--- src/common/debug_regs_defines.svh ---
`ifndef DEBUG_REGS_DEFINES_SVH
`define DEBUG_REGS_DEFINES_SVH

// ------------------------------------------------------------
// Host command bytes
// ------------------------------------------------------------
`define CMD_READ_STATUS 8'h02
`define CMD_WRITE_CTL 8'h04
`define CMD_READ_CTL 8'h05

// ------------------------------------------------------------
// Control register layout
// ------------------------------------------------------------
`define CTL_HALT_BIT 7
`define CTL_BRK_EN_BIT 6
`define CTL_ACK_EN_BIT 5
`define CTL_RSV_HI 4
`define CTL_RSV_LO 1
`define CTL_RST_BIT 0
`define CTL_RESET_VAL 8'h00

// ------------------------------------------------------------
// Status register layout
// ------------------------------------------------------------
`define STAT_DEBUG_BIT 7
`define STAT_LP_HALT_BIT 6
`define STAT_RP_INACTIVE_BIT 5
`define STAT_RSV_ZERO 5'h00
`define STAT_RESET_VAL 8'h00

// ------------------------------------------------------------
// Opcodes and link bytes
// ------------------------------------------------------------
`define BRK_OPCODE 8'h00
`define ACK_BYTE 8'hFF

// ------------------------------------------------------------
// Timing
// ------------------------------------------------------------
`define CLK_PERIOD_NS 20
`define RESET_HOLD_NS 1000
`define RESET_HOLD_CYCLES ((`RESET_HOLD_NS + `CLK_PERIOD_NS - 1) / `CLK_PERIOD_NS)
`define RESET_CNT_W 8

`endif

--- src/common/debug_regs_pkg.sv ---
package debug_regs_pkg;

	// ------------------------------------------------------------
	// Link and core carriers
	// ------------------------------------------------------------
	typedef struct packed {
		logic valid;
		logic [7:0] data;
	} host_byte_t;

	typedef struct packed {
		logic valid;
		logic [7:0] opcode;
	} decode_t;

	// ------------------------------------------------------------
	// States
	// ------------------------------------------------------------
	typedef enum logic [1:0] {
		CMD_IDLE = 2'b00,
		CMD_WDATA = 2'b01
	} cmd_state_t;

	typedef enum logic {
		SEQ_IDLE = 1'b0,
		SEQ_HOLD = 1'b1
	} seq_state_t;

endpackage : debug_regs_pkg

--- src/rtl/onchip_debugger_regs.sv ---
`timescale 1ns/100ps
`include "debug_regs_defines.svh"


module onchip_debugger_regs (
	// Clock and reset
	input wire logic mclk,
	input wire logic rst,
	// Host byte link
	input debug_regs_pkg::host_byte_t host_rx,
	output logic host_rx_ready,
	output debug_regs_pkg::host_byte_t host_tx,
	input wire logic host_tx_ready,
	// Core side
	input debug_regs_pkg::decode_t cpu_decode,
	input wire logic cpu_low_power_halt,
	input wire logic read_protect_on,
	output logic fetch_stop,
	output logic break_taken,
	output logic device_reset
);
	import debug_regs_pkg::*;

	// ------------------------------------------------------------
	// Declarations
	// ------------------------------------------------------------
	cmd_state_t state_q, state_d;
	logic [7:0] debugger_control_reg_q, debugger_control_reg_d;
	logic [7:0] debugger_status_reg;
	logic [7:0] reply_q, reply_d;
	logic reply_pend_q, reply_pend_d;
	logic ack_pend_q, ack_pend_d;
	host_byte_t tx_q, tx_d;
	logic break_taken_q, break_taken_d;
	logic rx_fire;
	logic wr_fire;
	logic brk_hit;
	logic seq_start;
	logic seq_done;
	logic seq_reset;
	logic tx_free;
	logic halt_for_debug_bit;
	logic breakpoint_enable_bit;
	logic break_ack_enable_bit;

	assign halt_for_debug_bit = debugger_control_reg_q[`CTL_HALT_BIT];
	assign breakpoint_enable_bit = debugger_control_reg_q[`CTL_BRK_EN_BIT];
	assign break_ack_enable_bit = debugger_control_reg_q[`CTL_ACK_EN_BIT];

	// ------------------------------------------------------------
	// Status view
	// ------------------------------------------------------------
	// Built live from the halt bit and the core inputs, never stored, so a read shows
	// the state at the edge the read command is taken
	always_comb begin
		debugger_status_reg = `STAT_RESET_VAL;
		debugger_status_reg[`STAT_DEBUG_BIT] = halt_for_debug_bit;
		debugger_status_reg[`STAT_LP_HALT_BIT] = cpu_low_power_halt;
		debugger_status_reg[`STAT_RP_INACTIVE_BIT] = ~read_protect_on;
		debugger_status_reg[4:0] = `STAT_RSV_ZERO;
	end

	// ------------------------------------------------------------
	// Breakpoint detection
	// ------------------------------------------------------------
	// Core is held while its reset runs, so decodes are disregarded then
	// Opcodes other than the breakpoint opcode never reach the halt bit,
	// and with breakpoints off the core simply runs the opcode as a no-op
	always_comb begin
		brk_hit = cpu_decode.valid && !seq_reset
			&& (cpu_decode.opcode == `BRK_OPCODE)
			&& breakpoint_enable_bit;
	end

	// ------------------------------------------------------------
	// Command decoder
	// ------------------------------------------------------------
	// Stall intake while a reply is unsent; keeps replies in command order
	// Trade-off: one reply slot only, so back to back reads run at the
	// pace of the host's receive side
	assign host_rx_ready = !reply_pend_q;
	assign rx_fire = host_rx.valid && host_rx_ready;
	assign wr_fire = rx_fire && (state_q == CMD_WDATA);

	always_comb begin
		state_d = state_q;
		reply_d = reply_q;
		reply_pend_d = reply_pend_q;
		if (tx_free && reply_pend_q) begin
			reply_pend_d = 1'b0;
		end
		case (state_q)
			CMD_IDLE: begin
				if (rx_fire) begin
					case (host_rx.data)
						`CMD_WRITE_CTL: begin
							state_d = CMD_WDATA;
						end
						`CMD_READ_CTL: begin
							reply_d = debugger_control_reg_q;
							reply_pend_d = 1'b1;
						end
						`CMD_READ_STATUS: begin
							reply_d = debugger_status_reg;
							reply_pend_d = 1'b1;
						end
						default: begin
							state_d = CMD_IDLE;
						end
					endcase
				end
			end
			CMD_WDATA: begin
				if (rx_fire) begin
					state_d = CMD_IDLE;
				end
			end
			default: begin
				state_d = CMD_IDLE;
			end
		endcase
	end

	always_ff @(posedge mclk) begin
		if (rst) begin
			state_q <= CMD_IDLE;
			reply_q <= 8'h00;
			reply_pend_q <= 1'b0;
		end else begin
			state_q <= state_d;
			reply_q <= reply_d;
			reply_pend_q <= reply_pend_d;
		end
	end

	// ------------------------------------------------------------
	// Control register
	// ------------------------------------------------------------
	// Only the power-on reset clears all of this; the requested device reset
	// only clears bit 0 as it ends, so a halt written with the request survives
	always_comb begin
		debugger_control_reg_d = debugger_control_reg_q;
		if (seq_done) begin
			debugger_control_reg_d[`CTL_RST_BIT] = 1'b0;
		end
		if (wr_fire) begin
			// Protected: a 1 may be written, a 0 cannot clear it
			debugger_control_reg_d[`CTL_HALT_BIT] = host_rx.data[`CTL_HALT_BIT]
				|| (halt_for_debug_bit && read_protect_on);
			debugger_control_reg_d[`CTL_BRK_EN_BIT] =
				host_rx.data[`CTL_BRK_EN_BIT];
			debugger_control_reg_d[`CTL_ACK_EN_BIT] =
				host_rx.data[`CTL_ACK_EN_BIT];
			if (host_rx.data[`CTL_RST_BIT]) begin
				debugger_control_reg_d[`CTL_RST_BIT] = 1'b1;
			end
		end
		// Reserved bits never store what the host sends
		debugger_control_reg_d[`CTL_RSV_HI:`CTL_RSV_LO] = 4'h0;
		if (brk_hit) begin
			debugger_control_reg_d[`CTL_HALT_BIT] = 1'b1;
		end
	end

	always_ff @(posedge mclk) begin
		if (rst) begin
			debugger_control_reg_q <= `CTL_RESET_VAL;
		end else begin
			debugger_control_reg_q <= debugger_control_reg_d;
		end
	end

	// ------------------------------------------------------------
	// Device reset request
	// ------------------------------------------------------------
	// A 0 in bit 0 starts nothing; a repeated 1 restarts the hold
	assign seq_start = wr_fire && host_rx.data[`CTL_RST_BIT];

	reset_sequencer u_reset_sequencer (
		.mclk(mclk),
		.rst(rst),
		.start(seq_start),
		.sys_reset(seq_reset),
		.done(seq_done)
	);

	assign device_reset = seq_reset;

	// ------------------------------------------------------------
	// Acknowledge and reply transmit
	// ------------------------------------------------------------
	// Register is free when empty or being emptied at this edge
	assign tx_free = !tx_q.valid || host_tx_ready;

	always_comb begin
		tx_d = tx_q;
		ack_pend_d = ack_pend_q;
		if (tx_q.valid && host_tx_ready) begin
			tx_d.valid = 1'b0;
		end
		// Replies go first; a pending acknowledge waits one slot
		if (tx_free && reply_pend_q) begin
			tx_d.valid = 1'b1;
			tx_d.data = reply_q;
		end else if (tx_free && ack_pend_q) begin
			tx_d.valid = 1'b1;
			tx_d.data = `ACK_BYTE;
			ack_pend_d = 1'b0;
		end
		// A new breakpoint wins over the clear of the old one
		if (brk_hit && break_ack_enable_bit) begin
			ack_pend_d = 1'b1;
		end
	end

	always_ff @(posedge mclk) begin
		if (rst) begin
			tx_q <= '0;
			ack_pend_q <= 1'b0;
		end else begin
			tx_q <= tx_d;
			ack_pend_q <= ack_pend_d;
		end
	end

	assign host_tx = tx_q;

	// ------------------------------------------------------------
	// Core controls
	// ------------------------------------------------------------
	// One-cycle pulse, lined up with the halt bit it sets
	assign break_taken_d = brk_hit;

	always_ff @(posedge mclk) begin
		if (rst) begin
			break_taken_q <= 1'b0;
		end else begin
			break_taken_q <= break_taken_d;
		end
	end

	assign break_taken = break_taken_q;
	// Follows the stored bit directly; the requested device reset does
	// not touch it, so a halt written with the request outlasts it
	assign fetch_stop = halt_for_debug_bit;

endmodule : onchip_debugger_regs

--- src/rtl/reset_sequencer.sv ---
`timescale 1ns/100ps
`include "debug_regs_defines.svh"

module reset_sequencer (
	// Clock and reset
	input wire logic mclk,
	input wire logic rst,
	// Request
	input wire logic start,
	// Sequence state
	output logic sys_reset,
	output logic done
);
	import debug_regs_pkg::*;

	localparam logic [`RESET_CNT_W-1:0] HOLD_LAST =
		`RESET_CNT_W'(`RESET_HOLD_CYCLES - 1);

	seq_state_t state_q, state_d;
	logic [`RESET_CNT_W-1:0] cnt_q, cnt_d;
	logic done_q, done_d;

	// ------------------------------------------------------------
	// Next state
	// ------------------------------------------------------------
	always_comb begin
		state_d = state_q;
		cnt_d = cnt_q;
		done_d = 1'b0;
		case (state_q)
			SEQ_IDLE: begin
				if (start) begin
					state_d = SEQ_HOLD;
					cnt_d = '0;
				end
			end
			SEQ_HOLD: begin
				// A fresh request restarts the hold rather than queueing
				if (start) begin
					cnt_d = '0;
				end else if (cnt_q == HOLD_LAST) begin
					state_d = SEQ_IDLE;
					done_d = 1'b1;
				end else begin
					cnt_d = cnt_q + 1'b1;
				end
			end
			default: begin
				state_d = SEQ_IDLE;
			end
		endcase
	end

	always_ff @(posedge mclk) begin
		if (rst) begin
			state_q <= SEQ_IDLE;
			cnt_q <= '0;
			done_q <= 1'b0;
		end else begin
			state_q <= state_d;
			cnt_q <= cnt_d;
			done_q <= done_d;
		end
	end

	assign sys_reset = (state_q == SEQ_HOLD);
	assign done = done_q;

endmodule : reset_sequencer

--- config.mk ---
export PLATFORM = sky130hd
export DESIGN_NAME = onchip_debugger_regs
export DESIGN_NICKNAME = d
export VERILOG_FILES = /design/src/common/debug_regs_pkg.sv /design/src/rtl/onchip_debugger_regs.sv /design/src/rtl/reset_sequencer.sv
export VERILOG_INCLUDE_DIRS = /design/src /design/src/common
export SDC_FILE = /design/constraint.sdc
export NUM_CORES = 1
export LEC_CHECK = 0
export ABC_AREA = 1
export BUFFER_PORTS_ARGS = -buffer_cell sky130_fd_sc_hd__buf_4
export CAP_MARGIN = 20
export CELL_PAD_IN_SITES_DETAIL_PLACEMENT = 0
export CELL_PAD_IN_SITES_GLOBAL_PLACEMENT = 1
export CORE_ASPECT_RATIO = 1.75
export CORE_MARGIN = 2
export CORE_UTILIZATION = 30
export CTS_BUF_LIST = sky130_fd_sc_hd__clkbuf_8
export DETAILED_ROUTE_END_ITERATION = 16
export GPL_ROUTABILITY_DRIVEN = 0
export GPL_TIMING_DRIVEN = 0
export PLACE_DENSITY_LB_ADDON = 0.1
export SLEW_MARGIN = 20
export SYNTH_ARGS = -nofsm -noshare
export SYNTH_HDL_FRONTEND = slang
export SYNTH_SLANG_ARGS = --single-unit
--- constraint.sdc ---
create_clock -name mclk -period 3.3 [get_ports mclk]
set_input_delay 0.165 -clock mclk [delete_from_list [all_inputs] [get_ports mclk]]
set_output_delay 0.165 -clock mclk [all_outputs]
set_load 0.01 [all_outputs]
## After elaboration in Yosys (flattened, before gate mapping)

Cells that the tools add are included.

- Equal/unequal tests: 11
- Multiplexer cells: 29
- Reduce and logical (&&, ||, !) cells: 29
- Bitwise gates (word level): 2
- $add $sub $neg: 1

Operator list:

| cell | number |
|---|---|
| 8-bit one-hot mux with 2 select lines | 2 |
| 8-bit 2-to-1 mux | 3 |
| 9-bit 2-to-1 mux | 2 |
| 8-bit by 3-bit == test with 1-bit output (second input constant) | 2 |
| 1-bit 2-to-1 mux | 16 |
| 1-bit logical AND | 11 |
| 8-bit by 1-bit adder with 8-bit output (second input constant) | 1 |
| 8-bit by 2-bit == test with 1-bit output (second input constant) | 1 |
| 8-bit by 6-bit == test with 1-bit output (second input constant) | 1 |
| 8-bit zero test | 1 |
| 2-bit inequality test (second input constant) | 4 |
| 2-bit one-hot mux with 2 select lines | 2 |
| 2-bit nonzero test | 4 |
| 3-bit AND reduction | 2 |
| 2-bit 2-to-1 mux | 2 |
| 2-bit AND reduction | 2 |
| 1-bit zero test | 3 |
| 3-bit 2-to-1 mux | 1 |
| 3-bit inequality test (second input constant) | 1 |
| 3-bit nonzero test | 1 |
| 3-bit OR reduction | 1 |
| 2-bit by 1-bit == test with 1-bit output (second input constant) | 1 |
| 2-bit zero test | 1 |
| 1-bit logical OR | 2 |
| 4 further kinds | 5 |

- Bits in registers: 40
- Output and inout port bits: 13
- Input bits: 23
- Logic and storage cells: 86

## Depth between registers and ports, before layout

- Depth after elaboration: 7
- Gate-level depth with buffers: 9
- Gate-level depth less buffers: 9

## Cells and area by module

A second synthesis with hierarchy kept.

- Cells, all modules: 216
- Area, all modules: 1488.9 um^2

Modules (own cells, without submodules):

| module | times used | seq. area each (um^2) | cells an instance | area an instance (um^2) |
|---|---|---|---|---|
| onchip_debugger_regs | 1 | 360.3 | 134 | 884.6 |
| reset_sequencer | 1 | 200.2 | 82 | 604.3 |

## Worst setup path after synthesis

Ideal clock, no wire load.

- Path type: reg2reg
- Start: register u_reset_sequencer.cnt_q[0]
- End: register u_reset_sequencer.cnt_q[6]
- Arrival time: 1.106 ns
- Path buffers: 0
- Data required time: 3.178 ns
- Path slack: 2.072 ns
- Period minus slack after synthesis: 1.228 ns
- Library setup time: 0.122 ns
- Cell stages (with the launch flop): 7
- Cell sequence: dfxtp_1 > ha_1 > nand2_1 > nor2_1 > nand3_1 > o21ai_0 > a21oi_2

- Longest elaborated chain between the ends: 4
- Elaborated cells on any way between the ends: 7
- Classes of those cells: add/sub (1); eq/ne (2); mux (3); reduce/logical (1)

RTL lines:

| what | RTL line | source |
|---|---|---|
| start, declared | reset_sequencer.sv:20 | `` logic [`RESET_CNT_W-1:0] cnt_q, cnt_d; `` |
| start signal, assigned | reset_sequencer.sv:61 | `cnt_q <= cnt_d;` |
| 8-bit by 1-bit adder with 8-bit output | reset_sequencer.sv:45 | `cnt_d = cnt_q + 1'b1;` |
| 8-bit 2-to-1 mux | reset_sequencer.sv:41 | `end else if (cnt_q == HOLD_LAST) begin` |
| 8-bit 2-to-1 mux | reset_sequencer.sv:39 | `if (start) begin` |
| 8-bit one-hot mux with 2 select lines | reset_sequencer.sv:30 | `case (state_q)` |

Several ways; a longest one is shown, not always the timed one. The select of a mux whose other input is x is not followed.
A chain may end at the register's enable or synchronous reset.

## Worst setup path in the final report

Same ends and word-level chain as after synthesis.

==> impl_metrics.csv <==
group,metric,value,unit
drt,num_vias,1342,
cells_and_area,nNetsFinal,258,
setup_path,timing.critical_path.cells,"ha_1 -> nand2_1 -> nor2_1 -> nand3_1 -> o21ai_0 -> a21oi_2",
min_path,endpoint_worst_hold,"host_tx[7]$_SDFFE_PP0P_",
synth,post_synthesis_sequential_area_ratio,40.8,%
drt,first_iter_violations,17,
drt,antenna_left,0,
synth,synth_ff_type,"dfxtp_1",
synth,synth-edff-count,0,
floorplan,num_io_pins,36,
global_route,grt_start_max_net_pins,16,
cells_and_area,fillerInstances,510,
place,post-place-cells,279,
floorplan,start_util,31.2,%
setup_path,r2r_setup_slack,1.84,ns
min_path,timing.hold.worst.start,"rst",
synth,synthTopCellsByArea,"dfxtp_1 (41%), inv_1 (9.0%), nand2_1 (9.0%)",
power_and_ir_drop,power-per-cell-area,349,mW/mm^2
timing,rsz0062_at_grt,"false",
timing,finalMaxSlewViolations,0,
place,dpl.hpwl,2940,um
cts,cts_root_buffer,"clkbuf_8",
synth,netlist-cell-type-count,26,
cts,cts_hold_buffers,0,
drt,top_layer_used,"met4",
setup_path,reg2reg_from,"u_reset_sequencer.cnt_q[0]$_SDFFE_PP0P_",
cells_and_area,layout-drive-gt1-share,24.6,%
timing,finalSetupViolCount,0,
drt,avgViaCountPerCell,4.74,
setup_path,critPathArrivalTime,1.63,ns
setup_path,worst_path_max_delay_cell,"dfxtp_1",
setup_path,regToRegEndpoint,"u_reset_sequencer.cnt_q[6]$_SDFFE_PP0P_",
drt,wl,3540,um
power_and_ir_drop,worst_ir_drop_vdd,0.166,mV
timing,worst_slew_margin_relative_to_its_limit,56.9,%
global_route,overall_global_routing_usage,15.7,%
drt,wl_per_cell,12.5,um
setup_path,path_buf_inv,0,
timing,final.period_utilization,44.3,%
setup_path,path_max_fanout,4,
synth,synth.ff_latch_count,28,
setup_path,r2r_cells,6,
synth,synth_top_cell_area_share,40.8,%
power_and_ir_drop,leakage,0.794,nW
power_and_ir_drop,power.share.switching,22.6,%
synth,synth_fp_nets,218,
cts,cts.repair.resized,0,
timing,timing.final.ws_setup,1.84,ns
drt,met3RoutedLength,100,um
min_path,holdPathStages,2,
setup_path,critical_path.top_delay_family,"simple AND/OR/NAND/NOR gates",
synth,post_synth.cell_area_avg,7.12,um^2
setup_path,timing.critical_path.to_type,"register",
drt,drt-pass1-iter-count,4,
cells_and_area,fin_util,39.9,%
power_and_ir_drop,clock_power_share,35.0,%
power_and_ir_drop,cell_internal_power,475,uW
drt,route.detailed.drc,0,
cts,clock-sinks,28,
power_and_ir_drop,sequentialPowerShare,56.0,%
synth,synth_largest_area_cell,"dfxtp_1",
cts,tritoncts,"yes",
timing,final.setup_skew,0.00405,ns
min_path,hp-class,"input pin to register",
global_route,number_of_global_route_vias_before_repair,1363,
cts,max-clock-path-buffers,2,
synth,synth.cells.most_frequent,"inv_1 (33), nand2_1 (33), dfxtp_1 (28)",
floorplan,core_region_area,0.00440,mm^2
global_route,grt_first_pass_wirelength,5820,um
timing,timing.setup.tns,0,ns
place,detailedPlace.worstSlack,1.87,ns
floorplan,die_area,0.00516,mm^2
drt,met2_length,2170,um
timing,max_freq,0.685,GHz
drt,wl_met1,1210,um
timing,max_slew.worst_pin.slew,0.640,ns
setup_path,timing.setup.critical_path_class,"register to register",
flow_run,drv.max_cap_violation_count,0,
cells_and_area,instances_no_fill,283,
timing,post-route-min-period,1.46,ns
status,outcome,"complete, no violations",
floorplan,chipHeight,93.6,um
timing,hold_violations,0,
place,port-buffer-count,35,
power_and_ir_drop,comb_power_share,9.0,%
synth,synthArstFlopShare,0,%
power_and_ir_drop,netSwitchingPower,139,uW
setup_path,crit_path_start_kind,"register",
cts,cts_htree_levels,1,
cells_and_area,num_antenna_cells,0,
setup_path,timing.critical_path.required,3.47,ns
cts,buffers_inserted_by_post_cts_timing_repair,0,
cts,clk_pin_slew_worst_paths,0.10,ns
global_route,grt.overflow.total,0,
synth,count_of_synthesis_stage_warnings_from_yosys,0,
global_route,antenna_found_initial,0,
synth,netlist_area_pre_place,0.00138,mm^2
synth,syn_inst_count,193,
setup_path,worst_stage_delay_on_the_critical_path,0.42,ns
cells_and_area,layout-area-overhead-vs-synth,27.8,%
floorplan,width_of_the_die,55.2,um
floorplan,site_rows,32,
cts,total_clock_buffers_created_by_cts,3,
cts,clk-insertion-delay-late,0.28,ns
[area by class of cell]
type / instances / area, um^2 / area share (%)
Buffer: 6 / 42.5 / 2.42
Clock buffer: 4 / 55.1 / 3.13
Inverter: 34 / 128 / 7.26
Multi-Input combinational cell: 125 / 644 / 36.7
Sequential cell: 28 / 561 / 31.9
Tap cell: 51 / 63.8 / 3.63
Timing Repair Buffer: 35 / 263 / 15.0
[layout by cell type, fill, tap and decap left out, types with 2 or more instances in the layout]
master	count
inv_1	33
nand3_1	14
nand3_2	4
o21ai_0	11
nand2_4	2
buf_4	38
a21oi_1	16
a221oi_1	4
nor2_1	23
ha_1	2
nor2_2	3
nor4_1	3
nand4_1	3
clkbuf_8	4
nand2_1	33
dfxtp_1	28
[power groups by stage]
stage / combinational [mW] / clock [mW] / sequential [mW]
after floorplan: 0.0245 / 0 / 0.351
after CTS: 0.0560 / 0.225 / 0.344
final: 0.0550 / 0.215 / 0.344
after global placement: 0.0544 / 0 / 0.352
after detailed placement: 0.0559 / 0 / 0.352
after global routing: 0.0615 / 0.238 / 0.345
[per-layer routing]
metal	up-vias	global-route usage (%)
met5	-	0
met4	0	6.30
met3	5	2.72
met2	18	32.1
met1	624	13.1
li1	695	-
[worst max path at each step]
stage	startpoint	to	slack, ns	depth (start not counted)
final	u_reset_sequencer.cnt_q[0]$_SDFFE_PP0P_	u_reset_sequencer.cnt_q[6]$_SDFFE_PP0P_	1.84	6
after global routing	u_reset_sequencer.cnt_q[0]$_SDFFE_PP0P_	u_reset_sequencer.cnt_q[6]$_SDFFE_PP0P_	1.77	6
after CTS	u_reset_sequencer.cnt_q[0]$_SDFFE_PP0P_	u_reset_sequencer.cnt_q[6]$_SDFFE_PP0P_	1.85	6
after detailed placement	u_reset_sequencer.cnt_q[0]$_SDFFE_PP0P_	u_reset_sequencer.cnt_q[6]$_SDFFE_PP0P_	1.87	6
after global placement	u_reset_sequencer.cnt_q[0]$_SDFFE_PP0P_	u_reset_sequencer.cnt_q[6]$_SDFFE_PP0P_	1.96	6
after floorplan	u_reset_sequencer.cnt_q[0]$_SDFFE_PP0P_	u_reset_sequencer.cnt_q[6]$_SDFFE_PP0P_	2.07	6
[through the flow]
stage                     instance area [um^2]  hold WS [ns]  power (mW)
after floorplan                           1380         0.244       0.376
after global placement                    1700         0.386       0.406
after detailed placement                  1700         0.393       0.408
after CTS                                 1760        0.0844       0.625
after global routing                      1760        0.0883       0.644
final                                     1760        0.0894       0.614
[flip-flops by register name (all words and copies together), names as in the netlist]
signal,cells
ack_pend_q,1
reply_q,4
debugger_control_reg_q,4
u_reset_sequencer.done,1
reply_pend_q,1
u_reset_sequencer.sys_reset,1
state_q,1
host_tx,6
break_taken,1
u_reset_sequencer.cnt_q,8
[logic make-up after synthesis]
logic type | Yosys count | synth area share (%)
AND/OR/NAND/NOR | 89 | 30.8
flip-flops | 28 | 40.8
AO/OA/AOI/OAI | 33 | 13.6
buffers and inverters | 40 | 12.4
XOR/XNOR | 1 | 0.637
adder cells (fa/ha/maj) | 2 | 1.82
Power figures use the tool's default switching activity.
